[config.mk]
export PLATFORM = sky130hd
export DESIGN_NAME = gpsen_port
export DESIGN_NICKNAME = d
export VERILOG_FILES = /design/src/inc/gpsen_pkg.sv /design/src/verilog/gpsen_port.sv
export VERILOG_INCLUDE_DIRS = /design/src /design/src/inc
export SDC_FILE = /design/constraint.sdc
export NUM_CORES = 1
export LEC_CHECK = 0
export ABC_CLOCK_PERIOD_IN_PS = 3600
export BUFFER_PORTS_ARGS = -buffer_cell sky130_fd_sc_hd__clkbuf_2
export CAP_MARGIN = 20
export CORE_ASPECT_RATIO = 1.5
export CORE_MARGIN = 2
export CORE_UTILIZATION = 30
export CTS_BUF_LIST = sky130_fd_sc_hd__clkbuf_8
export DETAILED_ROUTE_END_ITERATION = 7
export SYNTH_ARGS = -nofsm -noshare
export SYNTH_HDL_FRONTEND = slang
export SYNTH_SLANG_ARGS = --single-unit
[constraint.sdc]
create_clock -name aclk -period 3.6 [get_ports aclk]
set_input_delay 0.54 -clock aclk [delete_from_list [all_inputs] [get_ports aclk]]
set_output_delay 0.54 -clock aclk [all_outputs]
set_load 0.05 [all_outputs]
[src/inc/gpsen_map.svh]
// Functional notes
// Eight pins per port, indexed 0 to 7, each independently configured.
// Each pin is input or output with its own driver and pull.
// Drivers: totem-pole, wired-AND, wired-OR, bus-keeper, inverted I/O.
// Optional pull-up or pull-down on inputs and wired configurations.
// Bus-keeper weakly holds last level: pull-up after one, pull-down after zero.
// Each pin can enable slew rate limitation on its output.
// Sense both edges, rising, falling or low level; raise interrupts and events.
// Sensing is synchronous with port clock enabled, asynchronous otherwise; the code samples pins on aclk in both cases.
// Inverted pins are inverted before the sensing logic.
// Asynchronous pin change wakes the device from every sleep mode.
// Two interrupt outputs per port, each with its own pin mask.
// Set, clear and toggle registers change only targeted output and direction bits.
// Changing one pin direction leaves all other directions alone.
// One write applies one configuration to several selected pins.
// Peripheral clock, real-time clock and event channels can drive pins.
// An enabled alternate function overrides the pin's normal function or value.
// Serial, SPI and timer pins can be remapped to alternative locations.
// Interrupt vector is peripheral base word address plus interrupt offset.
// Bank C vector base is word address 0x004.
// Bank R vector base is word address 0x008.
// Bank B vector base is word address 0x04E.
// Banks D, G and M vector bases are 0x060, 0x064 and 0x068.
// First request uses base plus zero, second base plus one vector step.
`ifndef GPSEN_MAP_SVH
`define GPSEN_MAP_SVH
`define GPSEN_DIR      12'h000
`define GPSEN_DIRSET   12'h004
`define GPSEN_DIRCLR   12'h008
`define GPSEN_DIRTGL   12'h00C
`define GPSEN_OUT      12'h010
`define GPSEN_OUTSET   12'h014
`define GPSEN_OUTCLR   12'h018
`define GPSEN_OUTTGL   12'h01C
`define GPSEN_IN       12'h020
`define GPSEN_INTCTRL  12'h024
`define GPSEN_MASK0    12'h028
`define GPSEN_MASK1    12'h02C
`define GPSEN_FLAGS    12'h030
`define GPSEN_MULTI    12'h034
`define GPSEN_REMAP    12'h038
`define GPSEN_OUTSEL   12'h03C
`define GPSEN_PINCFG   12'h040
`define GPSEN_VECTOR   12'h060
`define GPSEN_CFG_RST  8'h00
`define GPSEN_VB_C     12'h004
`define GPSEN_VB_R     12'h008
`define GPSEN_VB_B     12'h04E
`define GPSEN_VB_D     12'h060
`define GPSEN_VB_G     12'h064
`define GPSEN_VB_M     12'h068
`define GPSEN_VSTEP    12'h002
`endif

[src/inc/gpsen_pkg.sv]
package gpsen_pkg;
   typedef enum logic [2:0] {OC_TOTEM, OC_BUSKEEP, OC_PDOWN, OC_PUP,
                             OC_WOR, OC_WAND, OC_WORPD, OC_WANDPU} gpsen_opc_t;
   typedef enum logic [1:0] {SN_BOTH, SN_RISE, SN_FALL, SN_LOW} gpsen_sense_t;
   typedef enum logic [2:0] {BK_B, BK_C, BK_D, BK_G, BK_M, BK_R} gpsen_bank_t;
   typedef enum logic [1:0] {WR_IDLE, WR_RESP} gpsen_wst_t;
   typedef struct packed
   {
      gpsen_opc_t   opc;
      gpsen_sense_t sense;
      logic         inv;
      logic         slew;
      logic [1:0]   altsel;
   } gpsen_pcfg_t;
endpackage

[src/verilog/gpsen_port.sv]
// Local design decisions: the address map and register access over AXI4-Lite.
`timescale 1ns/1ps
`include "gpsen_map.svh"
module gpsen_port
#(
   parameter gpsen_pkg::gpsen_bank_t BANK = gpsen_pkg::BK_C
)
(
   input  wire logic        aclk,
   input  wire logic        aresetn,
   input  wire logic [11:0] s_axi_awaddr,
   input  wire logic        s_axi_awvalid,
   output logic             s_axi_awready,
   input  wire logic [31:0] s_axi_wdata,
   input  wire logic [3:0]  s_axi_wstrb,
   input  wire logic        s_axi_wvalid,
   output logic             s_axi_wready,
   output logic [1:0]       s_axi_bresp,
   output logic             s_axi_bvalid,
   input  wire logic        s_axi_bready,
   input  wire logic [11:0] s_axi_araddr,
   input  wire logic        s_axi_arvalid,
   output logic             s_axi_arready,
   output logic [31:0]      s_axi_rdata,
   output logic [1:0]       s_axi_rresp,
   output logic             s_axi_rvalid,
   input  wire logic        s_axi_rready,
   input  wire logic        port_clk_en,
   input  wire logic        clk_per,
   input  wire logic        clk_rtc,
   input  wire logic [3:0]  evt_chan,
   input  wire logic [7:0]  alt_en,
   input  wire logic [7:0]  alt_out,
   input  wire logic [7:0]  alt_oe,
   input  wire logic [7:0]  pin_in,
   output logic [7:0]       pin_out,
   output logic [7:0]       pin_oe,
   output logic [7:0]       pin_pull_up,
   output logic [7:0]       pin_pull_dn,
   output logic [7:0]       pin_slew,
   output logic [7:0]       pin_value,
   output logic [7:0]       sense_evt,
   output logic [1:0]       port_irq,
   output logic [11:0]      irq_vec0,
   output logic [11:0]      irq_vec1,
   output logic             wake_req,
   output logic [7:0]       remap_sel
);
   import gpsen_pkg::*;

   typedef struct packed
   {
      gpsen_pcfg_t [7:0] pcfg;
      logic [7:0]  dir;
      logic [7:0]  outv;
      logic [7:0]  keep;
      logic [7:0]  in_ff;
      logic [7:0]  prev;
      logic [7:0]  flags;
      logic [7:0]  mask0;
      logic [7:0]  mask1;
      logic [7:0]  multi;
      logic [7:0]  remap;
      logic [7:0]  outsel;
      logic [1:0]  irqlvl;
      logic        aw_got;
      logic        w_got;
      logic [11:0] awaddr;
      logic [31:0] wdata;
      logic [3:0]  wstrb;
      gpsen_wst_t  wst;
      logic        rvalid;
      logic [31:0] rdata;
      logic [1:0]  rresp;
      logic [1:0]  bresp;
      logic        arready;
      logic [7:0]  pout;
      logic [7:0]  poe;
      logic [7:0]  pup;
      logic [7:0]  pdn;
      logic [7:0]  pslew;
      logic [7:0]  sevt;
      logic [1:0]  irq;
      logic        wake;
      logic        awrdy;
      logic        wrdy;
      logic        bvld;
      logic [11:0] vec0;
      logic [11:0] vec1;
   } gpsen_state_t;

   gpsen_state_t st_ff;
   gpsen_state_t nxt_st;

   // Register address decode, shared by read and write paths
   function automatic logic mapped(input logic [11:0] a);
      mapped = (a[1:0] == 2'h0) && ((a <= `GPSEN_OUTSEL) ||
               (a >= `GPSEN_PINCFG && a < `GPSEN_VECTOR) || a == `GPSEN_VECTOR);
   endfunction

   // Vector base per bank
   function automatic logic [11:0] vbase(input gpsen_bank_t b);
      case (b)
         BK_B:    vbase = `GPSEN_VB_B;
         BK_C:    vbase = `GPSEN_VB_C;
         BK_D:    vbase = `GPSEN_VB_D;
         BK_G:    vbase = `GPSEN_VB_G;
         BK_M:    vbase = `GPSEN_VB_M;
         BK_R:    vbase = `GPSEN_VB_R;
         default: vbase = `GPSEN_VB_C;
      endcase
   endfunction

   logic [7:0] sensed;
   logic [7:0] hit;
   logic [7:0] drv_val;
   logic [7:0] drv_oe;

   // per-pin generate
   genvar g;
   generate
      for (g = 0; g < 8; g = g + 1)
      begin : g_pin
         always_comb
         begin
            // invert before sense
            sensed[g] = pin_in[g] ^ st_ff.pcfg[g].inv;
            // sense conditions
            case (st_ff.pcfg[g].sense)
               SN_BOTH: hit[g] = st_ff.in_ff[g] != st_ff.prev[g];
               SN_RISE: hit[g] = st_ff.in_ff[g] & ~st_ff.prev[g];
               SN_FALL: hit[g] = ~st_ff.in_ff[g] & st_ff.prev[g];
               SN_LOW:  hit[g] = ~st_ff.in_ff[g];
               default: hit[g] = 1'b0;
            endcase
            // clock and event output select
            case (st_ff.pcfg[g].altsel)
               2'h1:    drv_val[g] = clk_per;
               2'h2:    drv_val[g] = clk_rtc;
               2'h3:    drv_val[g] = evt_chan[g % 4];
               default: drv_val[g] = st_ff.outv[g];
            endcase
            drv_val[g] = drv_val[g] ^ st_ff.pcfg[g].inv;
            drv_oe[g] = st_ff.dir[g];
            // alternate function override
            if (alt_en[g])
            begin
               drv_val[g] = alt_out[g] ^ st_ff.pcfg[g].inv;
               drv_oe[g] = alt_oe[g];
            end
         end
      end
   endgenerate

   logic [31:0] wmask;
   logic [7:0]  wb;
   logic        wr_fire;
   logic        rd_fire;

   always_comb
   begin
      nxt_st = st_ff;
      wmask = {{8{st_ff.wstrb[3]}}, {8{st_ff.wstrb[2]}}, {8{st_ff.wstrb[1]}},
               {8{st_ff.wstrb[0]}}};
      wb = st_ff.wdata[7:0] & wmask[7:0];
      wr_fire = st_ff.aw_got && st_ff.w_got && st_ff.wst == WR_IDLE;
      rd_fire = s_axi_arvalid && st_ff.arready;

      // sample input synchronously every clock, whether or not port_clk_en is set
      nxt_st.in_ff = sensed;
      nxt_st.prev = st_ff.in_ff;
      // wake from raw asynchronous compare in unclocked mode
      nxt_st.wake = !port_clk_en && |((sensed ^ st_ff.in_ff) & (st_ff.mask0 | st_ff.mask1));

      if (s_axi_awvalid && !st_ff.aw_got)
      begin
         nxt_st.aw_got = 1'b1;
         nxt_st.awaddr = s_axi_awaddr;
      end
      if (s_axi_wvalid && !st_ff.w_got)
      begin
         nxt_st.w_got = 1'b1;
         nxt_st.wdata = s_axi_wdata;
         nxt_st.wstrb = s_axi_wstrb;
      end

      if (wr_fire)
      begin
         nxt_st.aw_got = 1'b0;
         nxt_st.w_got = 1'b0;
         nxt_st.wst = WR_RESP;
         nxt_st.bresp = mapped(st_ff.awaddr) ? 2'h0 : 2'h2;
         case (st_ff.awaddr)
            `GPSEN_DIR:     nxt_st.dir = wb | (st_ff.dir & ~wmask[7:0]);
            // set, clear, toggle; R13: untouched direction bits kept
            `GPSEN_DIRSET:  nxt_st.dir = st_ff.dir | wb;
            `GPSEN_DIRCLR:  nxt_st.dir = st_ff.dir & ~wb;
            `GPSEN_DIRTGL:  nxt_st.dir = st_ff.dir ^ wb;
            `GPSEN_OUT:     nxt_st.outv = wb | (st_ff.outv & ~wmask[7:0]);
            `GPSEN_OUTSET:  nxt_st.outv = st_ff.outv | wb;
            `GPSEN_OUTCLR:  nxt_st.outv = st_ff.outv & ~wb;
            `GPSEN_OUTTGL:  nxt_st.outv = st_ff.outv ^ wb;
            `GPSEN_INTCTRL: nxt_st.irqlvl = st_ff.wdata[1:0];
            // two masks
            `GPSEN_MASK0:   nxt_st.mask0 = wb;
            `GPSEN_MASK1:   nxt_st.mask1 = wb;
            `GPSEN_FLAGS:   nxt_st.flags = st_ff.flags & ~wb;
            `GPSEN_MULTI:   nxt_st.multi = wb;
            // remap selection
            `GPSEN_REMAP:   nxt_st.remap = wb;
            `GPSEN_OUTSEL:  nxt_st.outsel = wb;
            default:
            begin
               // multi-pin configuration write
               if (st_ff.awaddr >= `GPSEN_PINCFG && st_ff.awaddr < `GPSEN_VECTOR)
               begin
                  for (int i = 0; i < 8; i++)
                  begin
                     if (st_ff.multi[i] || st_ff.awaddr[4:2] == i[2:0])
                     begin
                        // driver and pull; R3, R4, R6 fields
                        nxt_st.pcfg[i] = gpsen_pcfg_t'(st_ff.wdata[8:0]);
                     end
                  end
               end
            end
         endcase
      end
      if (st_ff.wst == WR_RESP && s_axi_bready)
      begin
         nxt_st.wst = WR_IDLE;
      end
      // Handshake outputs registered from the next state
      nxt_st.awrdy = !nxt_st.aw_got;
      nxt_st.wrdy = !nxt_st.w_got;
      nxt_st.bvld = nxt_st.wst == WR_RESP;
      // R20: R21: R22: bank vector base
      nxt_st.vec0 = vbase(BANK);
      // base plus step
      nxt_st.vec1 = vbase(BANK) + `GPSEN_VSTEP;

      // Sticky flags, set wins over clear
      nxt_st.flags = nxt_st.flags | hit;
      nxt_st.sevt = hit;
      // masked interrupt outputs
      nxt_st.irq[0] = |(st_ff.flags & st_ff.mask0) && st_ff.irqlvl[0];
      nxt_st.irq[1] = |(st_ff.flags & st_ff.mask1) && st_ff.irqlvl[1];

      nxt_st.arready = !st_ff.rvalid && !rd_fire;
      if (rd_fire)
      begin
         nxt_st.rvalid = 1'b1;
         nxt_st.rresp = mapped(s_axi_araddr) ? 2'h0 : 2'h2;
         nxt_st.rdata = 32'h0;
         case (s_axi_araddr)
            `GPSEN_DIR, `GPSEN_DIRSET, `GPSEN_DIRCLR, `GPSEN_DIRTGL:
               nxt_st.rdata[7:0] = st_ff.dir;
            `GPSEN_OUT, `GPSEN_OUTSET, `GPSEN_OUTCLR, `GPSEN_OUTTGL:
               nxt_st.rdata[7:0] = st_ff.outv;
            `GPSEN_IN:      nxt_st.rdata[7:0] = st_ff.in_ff;
            `GPSEN_INTCTRL: nxt_st.rdata[1:0] = st_ff.irqlvl;
            `GPSEN_MASK0:   nxt_st.rdata[7:0] = st_ff.mask0;
            `GPSEN_MASK1:   nxt_st.rdata[7:0] = st_ff.mask1;
            `GPSEN_FLAGS:   nxt_st.rdata[7:0] = st_ff.flags;
            `GPSEN_MULTI:   nxt_st.rdata[7:0] = st_ff.multi;
            `GPSEN_REMAP:   nxt_st.rdata[7:0] = st_ff.remap;
            `GPSEN_OUTSEL:  nxt_st.rdata[7:0] = st_ff.outsel;
            // vector read-back
            `GPSEN_VECTOR:  nxt_st.rdata[11:0] = vbase(BANK);
            default:
            begin
               if (mapped(s_axi_araddr))
               begin
                  nxt_st.rdata[8:0] = st_ff.pcfg[s_axi_araddr[4:2]];
               end
            end
         endcase
      end
      else if (st_ff.rvalid && s_axi_rready)
      begin
         nxt_st.rvalid = 1'b0;
      end

      // Pin drive per output configuration
      for (int i = 0; i < 8; i++)
      begin
         nxt_st.pout[i] = drv_val[i];
         nxt_st.poe[i] = drv_oe[i];
         nxt_st.pup[i] = 1'b0;
         nxt_st.pdn[i] = 1'b0;
         nxt_st.pslew[i] = st_ff.pcfg[i].slew;
         if (drv_oe[i])
         begin
            nxt_st.keep[i] = drv_val[i];
         end
         case (st_ff.pcfg[i].opc)
            OC_PUP:    nxt_st.pup[i] = !drv_oe[i];
            OC_PDOWN:  nxt_st.pdn[i] = !drv_oe[i];
            // bus-keeper follows last level
            OC_BUSKEEP:
            begin
               nxt_st.pup[i] = !drv_oe[i] && st_ff.keep[i];
               nxt_st.pdn[i] = !drv_oe[i] && !st_ff.keep[i];
            end
            // wired modes drive one level only
            OC_WOR, OC_WORPD:
            begin
               nxt_st.poe[i] = drv_oe[i] && drv_val[i];
               nxt_st.pdn[i] = st_ff.pcfg[i].opc == OC_WORPD;
            end
            OC_WAND, OC_WANDPU:
            begin
               nxt_st.poe[i] = drv_oe[i] && !drv_val[i];
               nxt_st.pup[i] = st_ff.pcfg[i].opc == OC_WANDPU;
            end
            default: ;
         endcase
      end
   end

   always_ff @(posedge aclk)
   begin
      if (!aresetn)
      begin
         st_ff <= '0;
         st_ff.arready <= 1'b1;
         st_ff.awrdy <= 1'h1;
         st_ff.wrdy <= 1'h1;
      end
      else
      begin
         st_ff <= nxt_st;
      end
   end

   assign s_axi_awready = st_ff.awrdy;
   assign s_axi_wready  = st_ff.wrdy;
   assign s_axi_bvalid  = st_ff.bvld;
   assign s_axi_bresp   = st_ff.bresp;
   assign s_axi_arready = st_ff.arready;
   assign s_axi_rvalid  = st_ff.rvalid;
   assign s_axi_rdata   = st_ff.rdata;
   assign s_axi_rresp   = st_ff.rresp;
   assign pin_out       = st_ff.pout;
   assign pin_oe        = st_ff.poe;
   assign pin_pull_up   = st_ff.pup;
   assign pin_pull_dn   = st_ff.pdn;
   assign pin_slew      = st_ff.pslew;
   assign pin_value     = st_ff.in_ff;
   assign sense_evt     = st_ff.sevt;
   assign port_irq      = st_ff.irq;
   assign irq_vec0      = st_ff.vec0;
   assign irq_vec1      = st_ff.vec1;
   assign wake_req      = st_ff.wake;
   assign remap_sel     = st_ff.remap;
endmodule

==> summary.txt <==
RR Startpoint: st_ff[157]
Pleak: 5.852 nW
Gr busiest metal: met2
Die Area: 45,890 um^2
Fmax: 395.8 MHz
Max Cap Violations: 0
Crit path kind: reg2reg
I/O pins: 238
H-tree depth: 2
Vias in the first global route: 10,431
Max Clock Skew: 0.02596 ns
Max Root-Sink Buffers: 3
Reg power frac: 44.8%
Layout Nets: 1,643
CTS resizes: 0
Area share of the largest cell type after synthesis: 38.68%
Final worst path period share: 70.18%
Maximum VDD drop: 233.3 uV
Core area: 43,750 um^2
GP Congestion: 0.9187
CTS Buf Count: 43
Global-route wire length before repair: 64,190 um
Drt drc: 0
Post-synth EDFFs: 0
Seq/Total Area, Yosys: 38.68%
Worst hold start: port_clk_en
Clk sink count: 256
Crit path launch: st_ff[157]
Avg Inst Size Synth: 9.239 um^2
Met3 usage: 3.107%
Post-Synthesis Cell Area: 13,250 um^2
Final hold viol count: 0
CP arrival: 3.02 ns
Initial antenna violation count: 3
CP Max Fanout: 19
Multi-input gate area: 6783 um^2
Hpwl dp: 32,790 um
Max-slew headroom: 37.37%
Antenna Violating Nets Remaining: 0
Final TNS setup: 0 ns
Fin util: 33.97%
Iter 0 DRT Violations: 754
Die H: 261.4 um
Req. time, crit path: 4.09 ns
Port bufs: 165
Prevailing post-synth register cell: dfxtp_1
Clock share of power: 45.0%
All-layer global routing usage: 18.50%
Starting density of the core: 30.28%
Crit path time final: 2.527 ns
Hold Path Class: in2reg
# rows: 94
Die width: 175.6 um
Hold buffer count at cts: 0
Dominant cell type by area after synthesis: dfxtp_1
Setup crit start kind: flip-flop
Clk root buf: clkbuf_8
Async set-reset flop share out of synthesis: 0%
GRT met2 Usage: 31.92%
Share of cells above drive strength 1: 20.38%
DR vias/cell: 5.079
Grt total ovfl: 0
Synth Register Bits: 256
Grt met1 use: 21.13%
Placed insts: 2,036
Top-count cell post-synth: dfxtp_1
Status: complete, no violations
Synthesis-to-finish area growth: 12.19%
Tightest Pin Transition: 0.9316 ns
Worst skew pair latency: 0.60 ns
Routed len/inst: 20.52 um
FF/Latch Area: 5125 um^2
Placement Cell Area: 13,880 um^2
First-pass DRT Iterations: 7
Design area: 14,860 um^2
Ranking of synthesized cells by area: dfxtp_1 (39%), mux2i_1 (12%), buf_4 (7.3%), mux4_2 (5.3%), nand2_1 (4.1%)
Maximum number of pins on one net before global-route repair: 67
Syn. warnings: 0
Clock-pin transition on the worst setup and hold timing paths: 0.07 ns
CTS tree: yes
Finished Layout Cells: 2,113
Top post-synthesis cells by count: dfxtp_1 (256), mux2i_1 (157), nand2_1 (145)
Switching part of the total: 27.84%
FILL cells: 4,558
PwrDens: 444.1 nW/um^2
Final wirelength: 43,360 um
Pint: 4.763 mW
Final max-slew violation count: 0
Number of setup buffers added after CTS: 0
Sw Pwr: 1.838 mW
Setup-failing EPs final: 0
Combinational share of power: 10.3%
Via count of the routed design: 10,732
CP Capture Type: flip-flop
RSZ-0062 raised after global routing: no
Yosys cell types: 69
Syn Inst Count: 1,434
[metal layers]
metal	vias to the layer above	wire length [um]
met2	409	21240
met3	120	2561
li1	5010	-
met1	5189	16690
met4	4	2845
met5	-	25
[logic make-up (layout without fill, tap and decap cells)]
group / after synthesis / in the layout / share of synthesized area, %
XOR/XNOR: 48 / 48 / 3.173
adder cells (fa/ha/maj): 32 / 32 / 3.022
AO/OA/AOI/OAI: 227 / 227 / 11.37
AND/OR/NAND/NOR: 417 / 417 / 15.07
other: 1 / 47 / 0.02830
buffers and inverters: 264 / 321 / 11.44
multiplexers: 189 / 189 / 17.22
flip-flops: 256 / 256 / 38.68
[worst max-delay path, cell delays in order, from the launching register on]
cell and delay [ns]:
dfxtp_1 0.62, nand2_1 0.55, nor4_2 0.86, o22ai_1 0.18, a22o_1 0.23
[cell usage in the layout (no fill, tap or decap), types with 18 or more instances in the layout]
cell type / n
mux2i_1: 157
o21ai_0: 40
ha_1: 32
buf_4: 25
nor2_1: 134
inv_1: 61
xnor2_1: 26
nand3_1: 22
and2_1: 18
nand2_1: 145
xor2_1: 22
clkbuf_8: 56
dfxtp_1: 256
nor3_1: 23
conb_1: 46
clkbuf_2: 164
mux4_2: 31
a21oi_1: 66
[state kept, by name (all words and copies together), names as in the netlist, 2 cells and up]
register     flops
pin_pull_dn      8
pin_slew         8
pin_pull_up      8
pin_out          8
port_irq         2
s_axi_rdata      9
remap_sel        8
pin_value        8
pin_oe           8
st_ff          164
sense_evt        8
nxt_st           8
[cell type report]
type                       instances  area share, %
multi-input combinational        959          45.63
sequential                       256          34.48
timing repair buffer             192          7.088
clock buffer                      56          5.185
tap                              576          4.848
clock inverter                    20          1.397
inverter                          53          1.355
antenna                            1        0.01683
[final timing paths]
kind	endpoint	slack, ns	cells past startpoint
setup / recovery	st_ff[253]	1.07	4
hold / removal	wake_req	0.12	2
setup reg to reg	st_ff[253]	1.07	4
hold reg to reg	pin_slew[0]	0.45	2
[stage by stage]
stage / total power, mW / hold WS (ns) / setup slack [ns]
finish: 6.601 / 0.1168 / 1.073
global route: 6.849 / 0.1133 / 0.9229
CTS: 6.675 / 0.09013 / 1.134
detailed placement: 3.693 / 0.4480 / 0.9227
global placement: 3.683 / 0.4400 / 0.9527
floorplan: 3.546 / 0.4177 / 1.626
[power by group through the flow]
stage                     sequential [mW]  combinational, mW  clock (mW)
after floorplan                      3.00              0.547           0
after global routing                 2.96              0.724        3.16
after detailed placement             3.02              0.676           0
final                                2.96              0.677        2.97
after CTS                            2.96              0.678        3.04
after global placement               3.02              0.667           0
Note: power is estimated with default switching activity, not from simulation.
